<file path="src/rtl/chg_pkg.sv">
/*
  constants, state codes and signal groups of the charge cycle sequencer.
  assumes a 100 mhz system clock and a 32-bit classic wishbone register bus.
*/
package chg_pkg;

  ////////////////////////////////////////////////////////////////////////
  // timing
  localparam int CLK_KHZ = 100000;
  localparam int FAULT_PULSE_US = 128;
  localparam int FAULT_PULSE_CYC = FAULT_PULSE_US * (CLK_KHZ / 1000);
  localparam int DETECT_INTERVAL_US = 32000;
  localparam int DETECT_INTERVAL_CYC = DETECT_INTERVAL_US * (CLK_KHZ / 1000);
  localparam int PWM_KHZ = 1500;
  localparam int PWM_DIV_CYC = CLK_KHZ / PWM_KHZ;

  ////////////////////////////////////////////////////////////////////////
  // register map (byte addresses)
  localparam logic [7:0] CTRL_OFS = 8'h00;
  localparam logic [7:0] ICHG_OFS = 8'h04;
  localparam logic [7:0] VREG_OFS = 8'h08;
  localparam logic [7:0] STAT_OFS = 8'h0c;

  // control fields
  localparam int STAT_EN_BIT = 0;
  localparam int TERM_EN_BIT = 1;
  localparam int INHIBIT_BIT = 2;
  localparam int RESET_BIT = 3;
  localparam int FLOAT_BIT = 4;
  localparam logic [4:0] CTRL_RST = 5'h03;

  // current field: fast charge low nibble, termination high nibble
  localparam int ICHG_LSB = 0;
  localparam int TERMINATION_CURRENT_LSB = 4;
  localparam logic [7:0] ICHG_RST = 8'h14;

  // regulation voltage code, 20 mv steps above 3.5 v
  localparam logic [5:0] VREG_RST = 6'h05;
  localparam logic [5:0] VREG_MAX = 6'h2f;

  // status fields
  localparam int MISSING_BIT = 7;

  ////////////////////////////////////////////////////////////////////////
  // types
  typedef enum logic [2:0] {
    ST_OFF = 3'h0,
    ST_EVAL = 3'h1,
    ST_SHORT = 3'h2,
    ST_PRE = 3'h3,
    ST_FAST = 3'h4,
    ST_TAPER = 3'h5,
    ST_DETECT = 3'h6,
    ST_DONE = 3'h7
  } chg_state_t;

  typedef struct packed {
    logic vin_valid;
    logic hw_disable_pin;
    logic bat_below_short;
    logic bat_above_min_system_level;
    logic sys_above_reg;
    logic bat_near_reg;
    logic chg_at_term;
    logic bat_below_recharge;
    logic bat_above_detect;
    logic load_over;
    logic fault_event;
  } comp_t;

  localparam int COMP_W = 11;

  typedef struct packed {
    logic batt_switch_full;
    logic batt_switch_linear;
    logic chg_switch_on;
    logic sys_reg_hold;
    logic short_current_on;
    logic detect_sink_on;
    logic supplement_mode;
  } drive_t;

endpackage : chg_pkg

</file>
<file path="src/rtl/one_shot_timer.sv">
/*
  one-shot interval timer: a start while idle runs it for CYCLES clocks.
  assumes start and abort come from logic on the same clock.
*/
`timescale 1ns/1ps
`default_nettype none
module one_shot_timer #(
  parameter int CYCLES = 16,
  parameter int W = $clog2(CYCLES + 1)
) (
  input wire logic clk,
  input wire logic rst_n,
  input wire logic start,
  input wire logic abort,
  output logic busy,
  output logic done
);

  logic [W-1:0] cnt_q;

  // start ignored while running, so only abort cuts a pulse short
  always_ff @(posedge clk or negedge rst_n) begin
    if (!rst_n) begin
      cnt_q <= '0;
      busy <= 1'b0;
      done <= 1'b0;
    end else begin
      done <= 1'b0;
      if (abort) begin
        busy <= 1'b0;
        cnt_q <= '0;
      end else if (busy) begin
        if (cnt_q == W'(CYCLES - 1)) begin
          busy <= 1'b0;
          done <= 1'b1;
        end
        cnt_q <= cnt_q + W'(1);
      end else if (start) begin
        busy <= 1'b1;
        cnt_q <= '0;
      end
    end
  end

endmodule : one_shot_timer
`default_nettype wire

</file>
<file path="src/rtl/charge_cycle_sequencer.sv">
/*
  charge cycle sequencer of a single-cell charger, with wishbone registers,
  open-drain status pins and drive levels for the analog power stage.
  assumes comparator results arrive asynchronously from the analog side.
  //
  // Contract
  // status pins held low while charging
  // status pins released when done or disabled
  // any fault gives one 128 us pulse
  // status pins act only when enabled
  // short battery gets short current, rail held
  // above short threshold, programmed current regulated
  // battery switch full above minimum system level
  // rail above regulation: full switch, full current
  // regulation voltage 3.5 to 4.44 v, taper
  // low current in taper ends charge, detect
  // battery found: charge done, rail kept
  // termination current level is programmable
  // termination enable clear stops termination
  // listed events start a new charge cycle
  // zero charge current and more load: supplement
  // converter tick at fixed 1.5 mhz
  // hardware disable pin high forces float mode
  // detect sink for interval decides presence
  // inhibit clear and supply present: charge starts
  // fault pulse counted, never shortened
  // new cycle returns to phase evaluation
*/
// Our own choices: the register offsets and register access over Wishbone.
`timescale 1ns/1ps
`default_nettype none
module charge_cycle_sequencer
  import chg_pkg::*;
#(
  parameter int FAULT_PULSE_CYCLES = FAULT_PULSE_CYC,
  parameter int DETECT_CYCLES = DETECT_INTERVAL_CYC
) (
  input wire logic clk,
  input wire logic rst_n,
  input wire logic wb_cyc_i,
  input wire logic wb_stb_i,
  input wire logic wb_we_i,
  input wire logic [7:0] wb_adr_i,
  input wire logic [3:0] wb_sel_i,
  input wire logic [31:0] wb_dat_i,
  output logic [31:0] wb_dat_o,
  output logic wb_ack_o,
  input wire comp_t comp_i,
  output logic stat_o,
  output logic stat_oe,
  output logic int_o,
  output logic int_oe,
  output drive_t drive_o,
  output logic [3:0] fast_charge_current_o,
  output logic [3:0] termination_current_o,
  output logic [5:0] batt_regulation_voltage_o,
  output logic pwm_tick_o
);

  ////////////////////////////////////////////////////////////////////////
  // reset release and input synchronisers
  logic [1:0] rst_sync_q;
  logic rst_s_n;

  always_ff @(posedge clk or negedge rst_n) begin
    if (!rst_n) begin
      rst_sync_q <= 2'h0;
    end else begin
      rst_sync_q <= {rst_sync_q[0], 1'b1};
    end
  end
  assign rst_s_n = rst_sync_q[1];

  logic [COMP_W-1:0] meta_q;
  logic [COMP_W-1:0] sync_q;
  comp_t cs;

  for (genvar i = 0; i < COMP_W; i++) begin : g_sync
    always_ff @(posedge clk or negedge rst_s_n) begin
      if (!rst_s_n) begin
        meta_q[i] <= 1'b0;
        sync_q[i] <= 1'b0;
      end else begin
        meta_q[i] <= comp_i[i];
        sync_q[i] <= meta_q[i];
      end
    end
  end
  assign cs = comp_t'(sync_q);

  ////////////////////////////////////////////////////////////////////////
  // wishbone slave
  logic [4:0] ctrl_q;
  logic [7:0] ichg_q;
  logic [5:0] vreg_q;
  logic missing_q;
  logic ack_q;
  logic [31:0] dat_q;
  chg_state_t state_q;
  chg_state_t state_d;
  logic sink_phase_q;
  drive_t drive_q;
  logic oe_q;

  wire req = wb_cyc_i & wb_stb_i & ~ack_q;
  wire wr_lo = req & wb_we_i & wb_sel_i[0];
  wire hit_ctrl = wb_adr_i == CTRL_OFS;
  wire hit_ichg = wb_adr_i == ICHG_OFS;
  wire hit_vreg = wb_adr_i == VREG_OFS;
  wire hit_stat = wb_adr_i == STAT_OFS;
  wire wr_ctrl = wr_lo & hit_ctrl;
  wire [5:0] vreg_wr = (wb_dat_i[5:0] > VREG_MAX) ? VREG_MAX : wb_dat_i[5:0];
  wire [7:0] stat_rd = {missing_q, drive_q.supplement_mode, sink_phase_q, oe_q,
                        1'b0, state_q};
  wire [31:0] rd_mux = hit_ctrl ? {27'h0, ctrl_q} :
                       hit_ichg ? {24'h0, ichg_q} :
                       hit_vreg ? {26'h0, vreg_q} :
                       hit_stat ? {24'h0, stat_rd} : 32'h0;

  always_ff @(posedge clk or negedge rst_s_n) begin
    if (!rst_s_n) begin
      ack_q <= 1'b0;
      dat_q <= 32'h0;
    end else begin
      ack_q <= req;
      dat_q <= req ? rd_mux : 32'h0;
    end
  end
  assign wb_ack_o = ack_q;
  assign wb_dat_o = dat_q;

  // termination level programmable
  // regulation code clamped to 4.44 v
  always_ff @(posedge clk or negedge rst_s_n) begin
    if (!rst_s_n) begin
      ctrl_q <= CTRL_RST;
      ichg_q <= ICHG_RST;
      vreg_q <= VREG_RST;
    end else begin
      if (wr_ctrl) begin
        ctrl_q <= wb_dat_i[4:0];
      end else begin
        ctrl_q[RESET_BIT] <= 1'b0;
      end
      if (wr_lo & hit_ichg) begin
        ichg_q <= wb_dat_i[7:0];
      end
      if (wr_lo & hit_vreg) begin
        vreg_q <= vreg_wr;
      end
    end
  end

  wire stat_en = ctrl_q[STAT_EN_BIT];
  wire term_en = ctrl_q[TERM_EN_BIT];
  wire inhibit = ctrl_q[INHIBIT_BIT];
  wire float_bit = ctrl_q[FLOAT_BIT];

  ////////////////////////////////////////////////////////////////////////
  // new cycle events
  logic vin_prev_q;
  logic inhibit_prev_q;
  logic float_prev_q;
  logic fault_prev_q;

  always_ff @(posedge clk or negedge rst_s_n) begin
    if (!rst_s_n) begin
      vin_prev_q <= 1'b0;
      inhibit_prev_q <= 1'b0;
      float_prev_q <= 1'b0;
      fault_prev_q <= 1'b0;
    end else begin
      vin_prev_q <= cs.vin_valid;
      inhibit_prev_q <= inhibit;
      float_prev_q <= float_bit;
      fault_prev_q <= cs.fault_event;
    end
  end

  // disable pin acts as float mode
  // supply present and inhibit clear enables charging
  wire enabled = cs.vin_valid & ~inhibit & ~float_bit & ~cs.hw_disable_pin;
  // recharge, supply, inhibit, reset, float events
  wire new_cycle = (state_q == ST_DONE & cs.bat_below_recharge) |
                   (cs.vin_valid & ~vin_prev_q) |
                   (inhibit ^ inhibit_prev_q) |
                   ctrl_q[RESET_BIT] |
                   (float_bit ^ float_prev_q);

  ////////////////////////////////////////////////////////////////////////
  // interval timers
  logic det_busy;
  logic det_done;
  logic det_start;
  logic det_abort;
  logic pulse_busy;
  logic missing_evt;

  one_shot_timer #(
    .CYCLES(DETECT_CYCLES)
  ) u_detect_timer (
    .clk(clk),
    .rst_n(rst_s_n),
    .start(det_start),
    .abort(det_abort),
    .busy(det_busy),
    .done(det_done)
  );

  // pulse counted, retrigger ignored while busy
  // fault edge or missing battery starts pulse
  one_shot_timer #(
    .CYCLES(FAULT_PULSE_CYCLES)
  ) u_fault_pulse (
    .clk(clk),
    .rst_n(rst_s_n),
    .start((cs.fault_event & ~fault_prev_q) | missing_evt),
    .abort(1'b0),
    .busy(pulse_busy),
    .done()
  );

  ////////////////////////////////////////////////////////////////////////
  // charge state machine
  function automatic chg_state_t pick_phase(input comp_t c);
    if (c.bat_below_short) begin
      pick_phase = ST_SHORT;
    end else if (!c.sys_above_reg) begin
      pick_phase = ST_PRE;
    end else begin
      pick_phase = ST_FAST;
    end
  endfunction : pick_phase

  // battery drops below detect threshold while sinking
  wire sink_fail = state_q == ST_DETECT & sink_phase_q & ~cs.bat_above_detect;
  wire sink_pass = state_q == ST_DETECT & sink_phase_q & det_done;
  wire src_end = state_q == ST_DETECT & ~sink_phase_q & det_done;
  assign missing_evt = sink_fail;

  always_comb begin
    state_d = state_q;
    if (!enabled) begin
      state_d = ST_OFF;
    end else if (new_cycle & state_q != ST_OFF) begin
      // restart from phase evaluation
      state_d = ST_EVAL;
    end else begin
      unique case (state_q)
        ST_OFF: begin
          state_d = ST_EVAL;
        end
        ST_EVAL: begin
          state_d = pick_phase(cs);
        end
        ST_SHORT: begin
          // above short threshold, regulated current
          if (!cs.bat_below_short) begin
            state_d = cs.sys_above_reg ? ST_FAST : ST_PRE;
          end
        end
        ST_PRE: begin
          // rail above regulation: fast charge
          if (cs.sys_above_reg) begin
            state_d = ST_FAST;
          end
        end
        ST_FAST: begin
          // taper near regulation voltage
          if (cs.bat_near_reg) begin
            state_d = ST_TAPER;
          end
        end
        ST_TAPER: begin
          // termination current reached above recharge
          // no termination when disabled
          if (term_en & cs.chg_at_term & ~cs.bat_below_recharge) begin
            state_d = ST_DETECT;
          end
        end
        ST_DETECT: begin
          // battery held up for the interval
          if (!term_en) begin
            state_d = ST_EVAL;
          end else if (sink_pass) begin
            state_d = ST_DONE;
          end
        end
        ST_DONE: begin
          state_d = ST_DONE;
        end
      endcase
    end
  end

  wire entering = state_d != state_q;
  wire in_timed = state_d == ST_SHORT | state_d == ST_DETECT;
  // short current repeated per detect interval
  assign det_start = in_timed & (entering | ~det_busy | sink_fail);
  assign det_abort = (entering & ~in_timed) | sink_fail;

  always_ff @(posedge clk or negedge rst_s_n) begin
    if (!rst_s_n) begin
      state_q <= ST_OFF;
      sink_phase_q <= 1'b1;
    end else begin
      state_q <= state_d;
      if (state_d != ST_DETECT | entering) begin
        sink_phase_q <= 1'b1;
      end else if (sink_fail) begin
        sink_phase_q <= 1'b0;
      end else if (src_end) begin
        sink_phase_q <= 1'b1;
      end
    end
  end

  // missing battery flag: write 1 to clear, a new miss wins
  always_ff @(posedge clk or negedge rst_s_n) begin
    if (!rst_s_n) begin
      missing_q <= 1'b0;
    end else if (missing_evt) begin
      missing_q <= 1'b1;
    end else if (sink_pass | (wr_lo & hit_stat & wb_dat_i[MISSING_BIT])) begin
      missing_q <= 1'b0;
    end
  end

  ////////////////////////////////////////////////////////////////////////
  // power stage drive levels
  wire st_short = state_q == ST_SHORT;
  wire st_pre = state_q == ST_PRE;
  wire st_cc_cv = state_q == ST_FAST | state_q == ST_TAPER;
  wire charging = state_q == ST_EVAL | st_short | st_pre | st_cc_cv;
  wire st_det = state_q == ST_DETECT;
  // supplement when load wants more in any charging state or done, not only at zero charge current
  wire supplement = (charging | state_q == ST_DONE) & cs.load_over;
  drive_t drive_d;

  always_comb begin
    // switch full above minimum level, linear below
    // full switch in fast charge
    drive_d.batt_switch_full = st_cc_cv | (st_pre & cs.bat_above_min_system_level) | supplement;
    drive_d.batt_switch_linear = (st_short | (st_pre & ~cs.bat_above_min_system_level)) & ~supplement;
    drive_d.chg_switch_on = st_short | st_pre | st_cc_cv;
    // rail held during short precharge
    // rail kept regulated when done
    drive_d.sys_reg_hold = st_short | st_pre | state_q == ST_DONE;
    drive_d.short_current_on = st_short | (st_det & ~sink_phase_q);
    // sink the detect current
    drive_d.detect_sink_on = st_det & sink_phase_q;
    drive_d.supplement_mode = supplement;
  end

  ////////////////////////////////////////////////////////////////////////
  // status pins and converter tick
  // low while charging, pulse flips the level
  // released when done or disabled
  // gated by status enable
  wire oe_d = stat_en & (charging ^ pulse_busy);
  logic [$clog2(PWM_DIV_CYC)-1:0] pwm_cnt_q;
  logic pwm_q;
  wire pwm_wrap = pwm_cnt_q == ($clog2(PWM_DIV_CYC))'(PWM_DIV_CYC - 1);

  always_ff @(posedge clk or negedge rst_s_n) begin
    if (!rst_s_n) begin
      oe_q <= 1'b0;
      drive_q <= '0;
      stat_o <= 1'b0;
      int_o <= 1'b0;
      fast_charge_current_o <= 4'h0;
      termination_current_o <= 4'h0;
      batt_regulation_voltage_o <= 6'h0;
    end else begin
      oe_q <= oe_d;
      drive_q <= drive_d;
      stat_o <= 1'b0;
      int_o <= 1'b0;
      fast_charge_current_o <= ichg_q[ICHG_LSB +: 4];
      termination_current_o <= ichg_q[TERMINATION_CURRENT_LSB +: 4];
      batt_regulation_voltage_o <= vreg_q;
    end
  end
  assign stat_oe = oe_q;
  assign int_oe = oe_q;
  assign drive_o = drive_q;

  // fixed converter rate while charging, in detect and when done
  always_ff @(posedge clk or negedge rst_s_n) begin
    if (!rst_s_n) begin
      pwm_cnt_q <= '0;
      pwm_q <= 1'b0;
    end else begin
      pwm_cnt_q <= pwm_wrap ? '0 : pwm_cnt_q + 1'b1;
      pwm_q <= pwm_wrap & (charging | st_det | state_q == ST_DONE);
    end
  end
  assign pwm_tick_o = pwm_q;

endmodule : charge_cycle_sequencer
`default_nettype wire

</file>
<file path="config.mk">
export PLATFORM = sky130hd
export DESIGN_NAME = charge_cycle_sequencer
export DESIGN_NICKNAME = d
export VERILOG_FILES = /design/src/rtl/chg_pkg.sv /design/src/rtl/one_shot_timer.sv /design/src/rtl/charge_cycle_sequencer.sv
export SDC_FILE = /design/constraint.sdc
export NUM_CORES = 1
export LEC_CHECK = 0
export BUFFER_PORTS_ARGS = -buffer_cell sky130_fd_sc_hd__buf_2
export CORE_MARGIN = 10
export CORE_UTILIZATION = 61
export CTS_BUF_LIST = sky130_fd_sc_hd__clkbuf_4
export CTS_CLUSTER_SIZE = 30
export DETAILED_ROUTE_END_ITERATION = 8
export GPL_TIMING_DRIVEN = 0
export PLACE_DENSITY = 0.87
export SETUP_SLACK_MARGIN = 0.5
export SLEW_MARGIN = 20
export SYNTH_ARGS = -nofsm -noshare
export SYNTH_HDL_FRONTEND = slang
export SYNTH_HIERARCHICAL = 1
export SYNTH_SLANG_ARGS = --single-unit
</file>
<file path="constraint.sdc">
create_clock -name clk -period 6.9 [get_ports clk]
set_input_delay 0.345 -clock clk [delete_from_list [all_inputs] [get_ports clk]]
set_output_delay 0.345 -clock clk [all_outputs]
set_load 0.005 [all_outputs]
</file>
After elaboration in Yosys (flattened, before gate mapping)

Cells that the tools add are included.
W data, S select, Z words.

$add $sub $neg: 3
$lt $le $gt $ge: 1
Equal/unequal tests: 17
Mux-type cells: 39
Bitwise gates (word level): 72
Reduce and logical (&&, ||, !) cells: 7

Operator list:

| kind                    | count |
|---|---|
| $mux W22                | 3 |
| $mux W8                 | 5 |
| $and A1 B1 Y1           | 31 |
| $mux W3                 | 10 |
| $mux W14                | 2 |
| $or A1 B1 Y1            | 25 |
| $pmux W3 S8             | 1 |
| $add A22 B1 Y22 const B | 1 |
| $eq A22 B22 Y1 const B  | 1 |
| $eq A8 B4 Y1 const B    | 2 |
| $mux W1                 | 16 |
| $eq A3 B3 Y1 const B    | 5 |
| $add A14 B1 Y14 const B | 1 |
| $eq A14 B14 Y1 const B  | 1 |
| $not A1 Y1              | 13 |
| $eq A3 B2 Y1 const B    | 3 |
| $reduce_bool A3 Y1      | 3 |
| $eq A8 B3 Y1 const B    | 1 |
| $logic_not A8 Y1        | 1 |
| $add A7 B1 Y7 const B   | 1 |
| $eq A7 B7 Y1 const B    | 1 |
| $mux W7                 | 1 |
| $gt A6 B6 Y1 const B    | 1 |
| $mux W6                 | 1 |
| 6 further kinds         | 9 |

Register bits after elaboration: 130
Input bits: 60
Output and inout bits: 59
Logic and storage cells: 193

Longest topological paths before layout

Depth in word-level cells: 16
Mapped depth: 14
Gate-level depth less buffers: 10

Modules after synthesis

Netlist, hierarchy kept.

By module, submodules not included:

| module                           | times used | cells an instance | area each (um2) | sequential area each (um2) |
|---|---|---|---|---|
| charge_cycle_sequencer           | 1          | 307               | 3757.4          | 2285.9 |
| one_shot_timer at u_detect_timer | 1          | 137               | 1338.8          | 600.6 |
| one_shot_timer at u_fault_pulse  | 1          | 91                | 843.3           | 400.4 |

Least setup slack after synthesis

No wires, ideal clock.

Path kind: reg2reg
Start: register ctrl_q[2]
End: register u_detect_timer.cnt_q[2]
Setup time: 129 ps
Arrival: 3031 ps
Required time: 6771 ps
Path slack: 3740 ps
Stages on the path, launching flop included: 13
Buffers on the path: 2
Period minus slack after synthesis: 3160 ps
Cells stage by stage: dfrtp_1 or4b_4 or2_1 or3_4 o21a_1 o32a_2 a31oi_1 nand2b_2 buf_2 buf_2 nor2_1 o21ai_0 o21ai_0

Word-level cells in the longest chain between the ends: 13
Elaborated cells on any way between the ends: 23
Those cells by class: eq/ne: 3; mux: 3; bitwise: 16; reduce/logical: 1

RTL lines:

| item                                                            | line                          | text |
|---|---|---|
| start, declared                                                 | charge_cycle_sequencer.sv:93  | `logic [4:0] ctrl_q;` |
| start signal, assigned                                          | charge_cycle_sequencer.sv:141 | `ctrl_q <= wb_dat_i[4:0];` |
| $xor A1 B1 Y1                                                   | charge_cycle_sequencer.sv:186 | `(inhibit ^ inhibit_prev_q) \|` |
| $or A1 B1 Y1                                                    | charge_cycle_sequencer.sv:185 | `(cs.vin_valid & ~vin_prev_q) \|` |
| $or A1 B1 Y1                                                    | charge_cycle_sequencer.sv:186 |  |
| $or A1 B1 Y1                                                    | charge_cycle_sequencer.sv:187 | `ctrl_q[RESET_BIT] \|` |
| $and A1 B1 Y1                                                   | charge_cycle_sequencer.sv:245 | `end else if (new_cycle & state_q != ST_OFF) begin` |
| $mux W3                                                         | charge_cycle_sequencer.sv:245 |  |
| $mux W3 (*)                                                     | charge_cycle_sequencer.sv:243 | `if (!enabled) begin` |
| $eq A3 B2 Y1 or $eq A3 B3 Y1 (tied branches)                    | charge_cycle_sequencer.sv:297 | `wire in_timed = state_d == ST_SHORT \| state_d == ST_DETECT;` |
| $or A1 B1 Y1                                                    | charge_cycle_sequencer.sv:297 |  |
| $not A1 Y1                                                      | charge_cycle_sequencer.sv:300 | `assign det_abort = (entering & ~in_timed) \| sink_fail;` |
| $and A1 B1 Y1 (*)                                               | charge_cycle_sequencer.sv:300 |  |
| $or A1 B1 Y1 (*)                                                | charge_cycle_sequencer.sv:300 |  |
| via det_abort                                                   | charge_cycle_sequencer.sv:195 | `logic det_abort;` |
| $reduce_bool A3 Y1 (no source line) or $mux W22 (tied branches) | --                            |  |
| end signal, assigned                                            | one_shot_timer.sv:37          | `cnt_q <= cnt_q + W'(1);` |
| end, declared                                                   | one_shot_timer.sv:19          | `logic [W-1:0] cnt_q;` |

The timed path passes the listed nets; every way through them passes the cells marked *.
A chain may end at the register's enable or synchronous reset.

Worst setup path after layout

Start: register ctrl_q[2]
End: register u_detect_timer.cnt_q[15]

Same word-level chain as after synthesis.

==> results.md <==
- Max incr delay on CP: 590 ps
- DRC violation count after routing: 0
- Clk pin slew, worst setup/hold paths: 130 ps
- Drt total wl: 13,100 um
- Number of standard cells in the layout, taps in and fillers out: 803
- Placed insts: 759
- M3 GR Usage: 0.0485
- Vias in the first global route: 4,623
- WS Path Type: flip-flop to flip-flop
- Layout Skew: 19.7 ps
- Status: completed
- Die Area: 14,000 um2
- H-Tree Depth: 4
- Core Box Area: 9330 um2
- Number of nets in the layout: 725
- Peak clock frequency supported by timing: 259 MHz
- Port-buffer cells: 65
- Number of sinks on the clock net: 130
- Instance count of the mapped netlist: 533
- Peak supply drop: 0.121 mV
- Leakage power of the design: 3.31 nW
- Final number of hold-violating endpoints: 0
- Routing usage on met2: 0.323
- Initial Util: 0.633
- Global-route usage over all layers: 0.187
- Kind of start point of the critical path: flip-flop
- Area of the mapped netlist: 5910 um2
- Accumulated negative setup slack: 0 ps
- GRT met1 Usage: 0.222
- Unrepaired setup endpoints after global routing: false
- Post_cts resized: 0
- Worst Path Arrival: 4280 ps
- Worst skew pair latency: 520 ps
- Maxcap violations: 0
- Measured slew at the worst slew-check pin: 810 ps
- Number of vias per cell: 5.78
- Most used routing layer: met2
- DRC marker count from the first detailed-route iteration: 427
- Sort of element at the end of the critical path: flip-flop
- Final ANT Viol Nets: 0
- Crit-path slowest cell: sky130_fd_sc_hd__or4b_4
- Worst min-delay path class: input pin to flip-flop
- Post-detail-place hpwl: 9430 um
- Setup violations, final: 0
- Total number of yosys warnings: 6
- Hold buffer count at cts: 12
- Syn_area_per_cell: 11.1 um2
- CTS tree: done
- Critical Path, Cell by Cell: or4b_4 -> or2_1 -> or3_4 -> nor4_1 -> o32a_2 -> a31oi_1 -> nor3_1 -> clkbuf_1 -> o311ai_0 -> o41ai_1
- Most frequent cells in the layout: sky130_fd_sc_hd__dfrtp_1 (122), sky130_fd_sc_hd__buf_2 (71), sky130_fd_sc_hd__o21ai_0 (39), sky130_fd_sc_hd__a21oi_1 (34)
- Leading cell type in the layout, fill and taps excluded: sky130_fd_sc_hd__dfrtp_1
- Worst-case clock buffer depth: 2
- Number of antenna violations at the first check in global routing: 0
- Diodes inserted: 0
- Data required, critical path: 7310 ps
- GPL Wtd Cong: 0.911
- Cell area power density: 195 nW/um2
- Fraction of final layout cells sized beyond drive strength 1: 0.270
- Highest fanout seen on the critical path: 10
- Count of vias placed by the detailed router: 4,641
- Maximum number of pins on one net before global-route repair: 61
- Site row count: 35
- Ports placed on the boundary: 119
- Area delta synth->final: 17.6%
- Count of pins over their slew limit: 0
- Remaining global-route overflow: 0
- Period minus WS final: 3860 ps
- First-pass GRT wire length: 22,100 um
- Buffers and inverters on the worst path: 1
- Die boundary width: 118 um
- Max-Slew Margin vs Limit: 0.456
- Post-CTS Setup Repair Bufs: 0
- Fin crit share: 0.560
- Die height: 118 um
- Routed WL per cell: 16.3 um
- Root buf cell: sky130_fd_sc_hd__clkbuf_4
- Number of optimization iterations in the first detailed-route pass: 5
- Cell family with most CP delay: simple AND/OR/NAND/NOR gates
- CTS Buf Count: 17
-- tightest hold or removal path: stages --
cell	delay, ps
sky130_fd_sc_hd__buf_2	90
sky130_fd_sc_hd__nand2_1	40
sky130_fd_sc_hd__nor2_1	50
-- layout make-up --
type / count / area [um2]
multi-input combinational: 367 / 2350
buffer: 49 / 349
clock inverter: 15 / 135
tap: 129 / 161
timing repair buffer: 79 / 500
fill: 590 / 2380
sequential: 130 / 3270
inverter: 17 / 63.8
clock buffer: 17 / 128
-- through the flow --
step | hold WS [ps] | power, mW | worst slack [ps] | util | instance area [um2]
global placement | 130 | 0.881 | 1920 | 0.698 | 6510
global route | 14.3 | 1.41 | 2860 | 0.745 | 6950
floorplan | 49.4 | 0.856 | 3020 | - | 6020
finish | 38.0 | 1.36 | 3040 | 0.745 | 6950
CTS | 30.6 | 1.36 | 3100 | 0.745 | 6950
detailed placement | 132 | 0.889 | 3160 | 0.704 | 6570
-- state kept, by name (all words and copies together) (netlist names), 2 cells and up --
name,cells
rst_sync_q,2
pwm_cnt_q,7
u_detect_timer/cnt_q,22
wb_dat_o,8
fast_charge_current_o,4
u_fault_pulse/cnt_q,14
drive_o,7
batt_regulation_voltage_o,6
cs,11
ctrl_q,5
meta_q,11
termination_current_o,4
vreg_q,6
ichg_q,8
state_q,3
-- report_power, final --
part	switching [mW]	leakage, nW	total, mW	internal [mW]
clock	0.295	0.132	0.476	0.181
combinational	0.0536	1.48	0.0969	0.0433
sequential	0.0106	1.70	0.785	0.775
-- path summary, 6_finish.rpt --
check                                              from                              endpoint  slack [ps]  cells past startpoint
worst max register to register    ctrl_q[2]$_DFFE_PN0P_  u_detect_timer/cnt_q[15]$_DFFE_PN0P_        3040                     10
max in group asynchronous       rst_sync_q[1]$_DFF_PN0_                 ichg_q[2]$_DFFE_PN1P_        5770                      2
worst max-delay path              ctrl_q[2]$_DFFE_PN0P_  u_detect_timer/cnt_q[15]$_DFFE_PN0P_        3040                     10
min in group asynchronous                         rst_n               rst_sync_q[1]$_DFF_PN0_         130                      2
worst min-delay path                           wb_stb_i                    wb_ack_o$_DFF_PN0_          40                      3
worst min register to register  rst_sync_q[1]$_DFF_PN0_                   meta_q[8]$_DFF_PN0_         200                      0
-- per-layer routing --
layer	share of wire	routed length, um
met5	0	0
met4	0.019	247
met3	0.071	931
met2	0.52	6780
met1	0.39	5150
No activity file was read; power rests on OpenSTA's default activity.
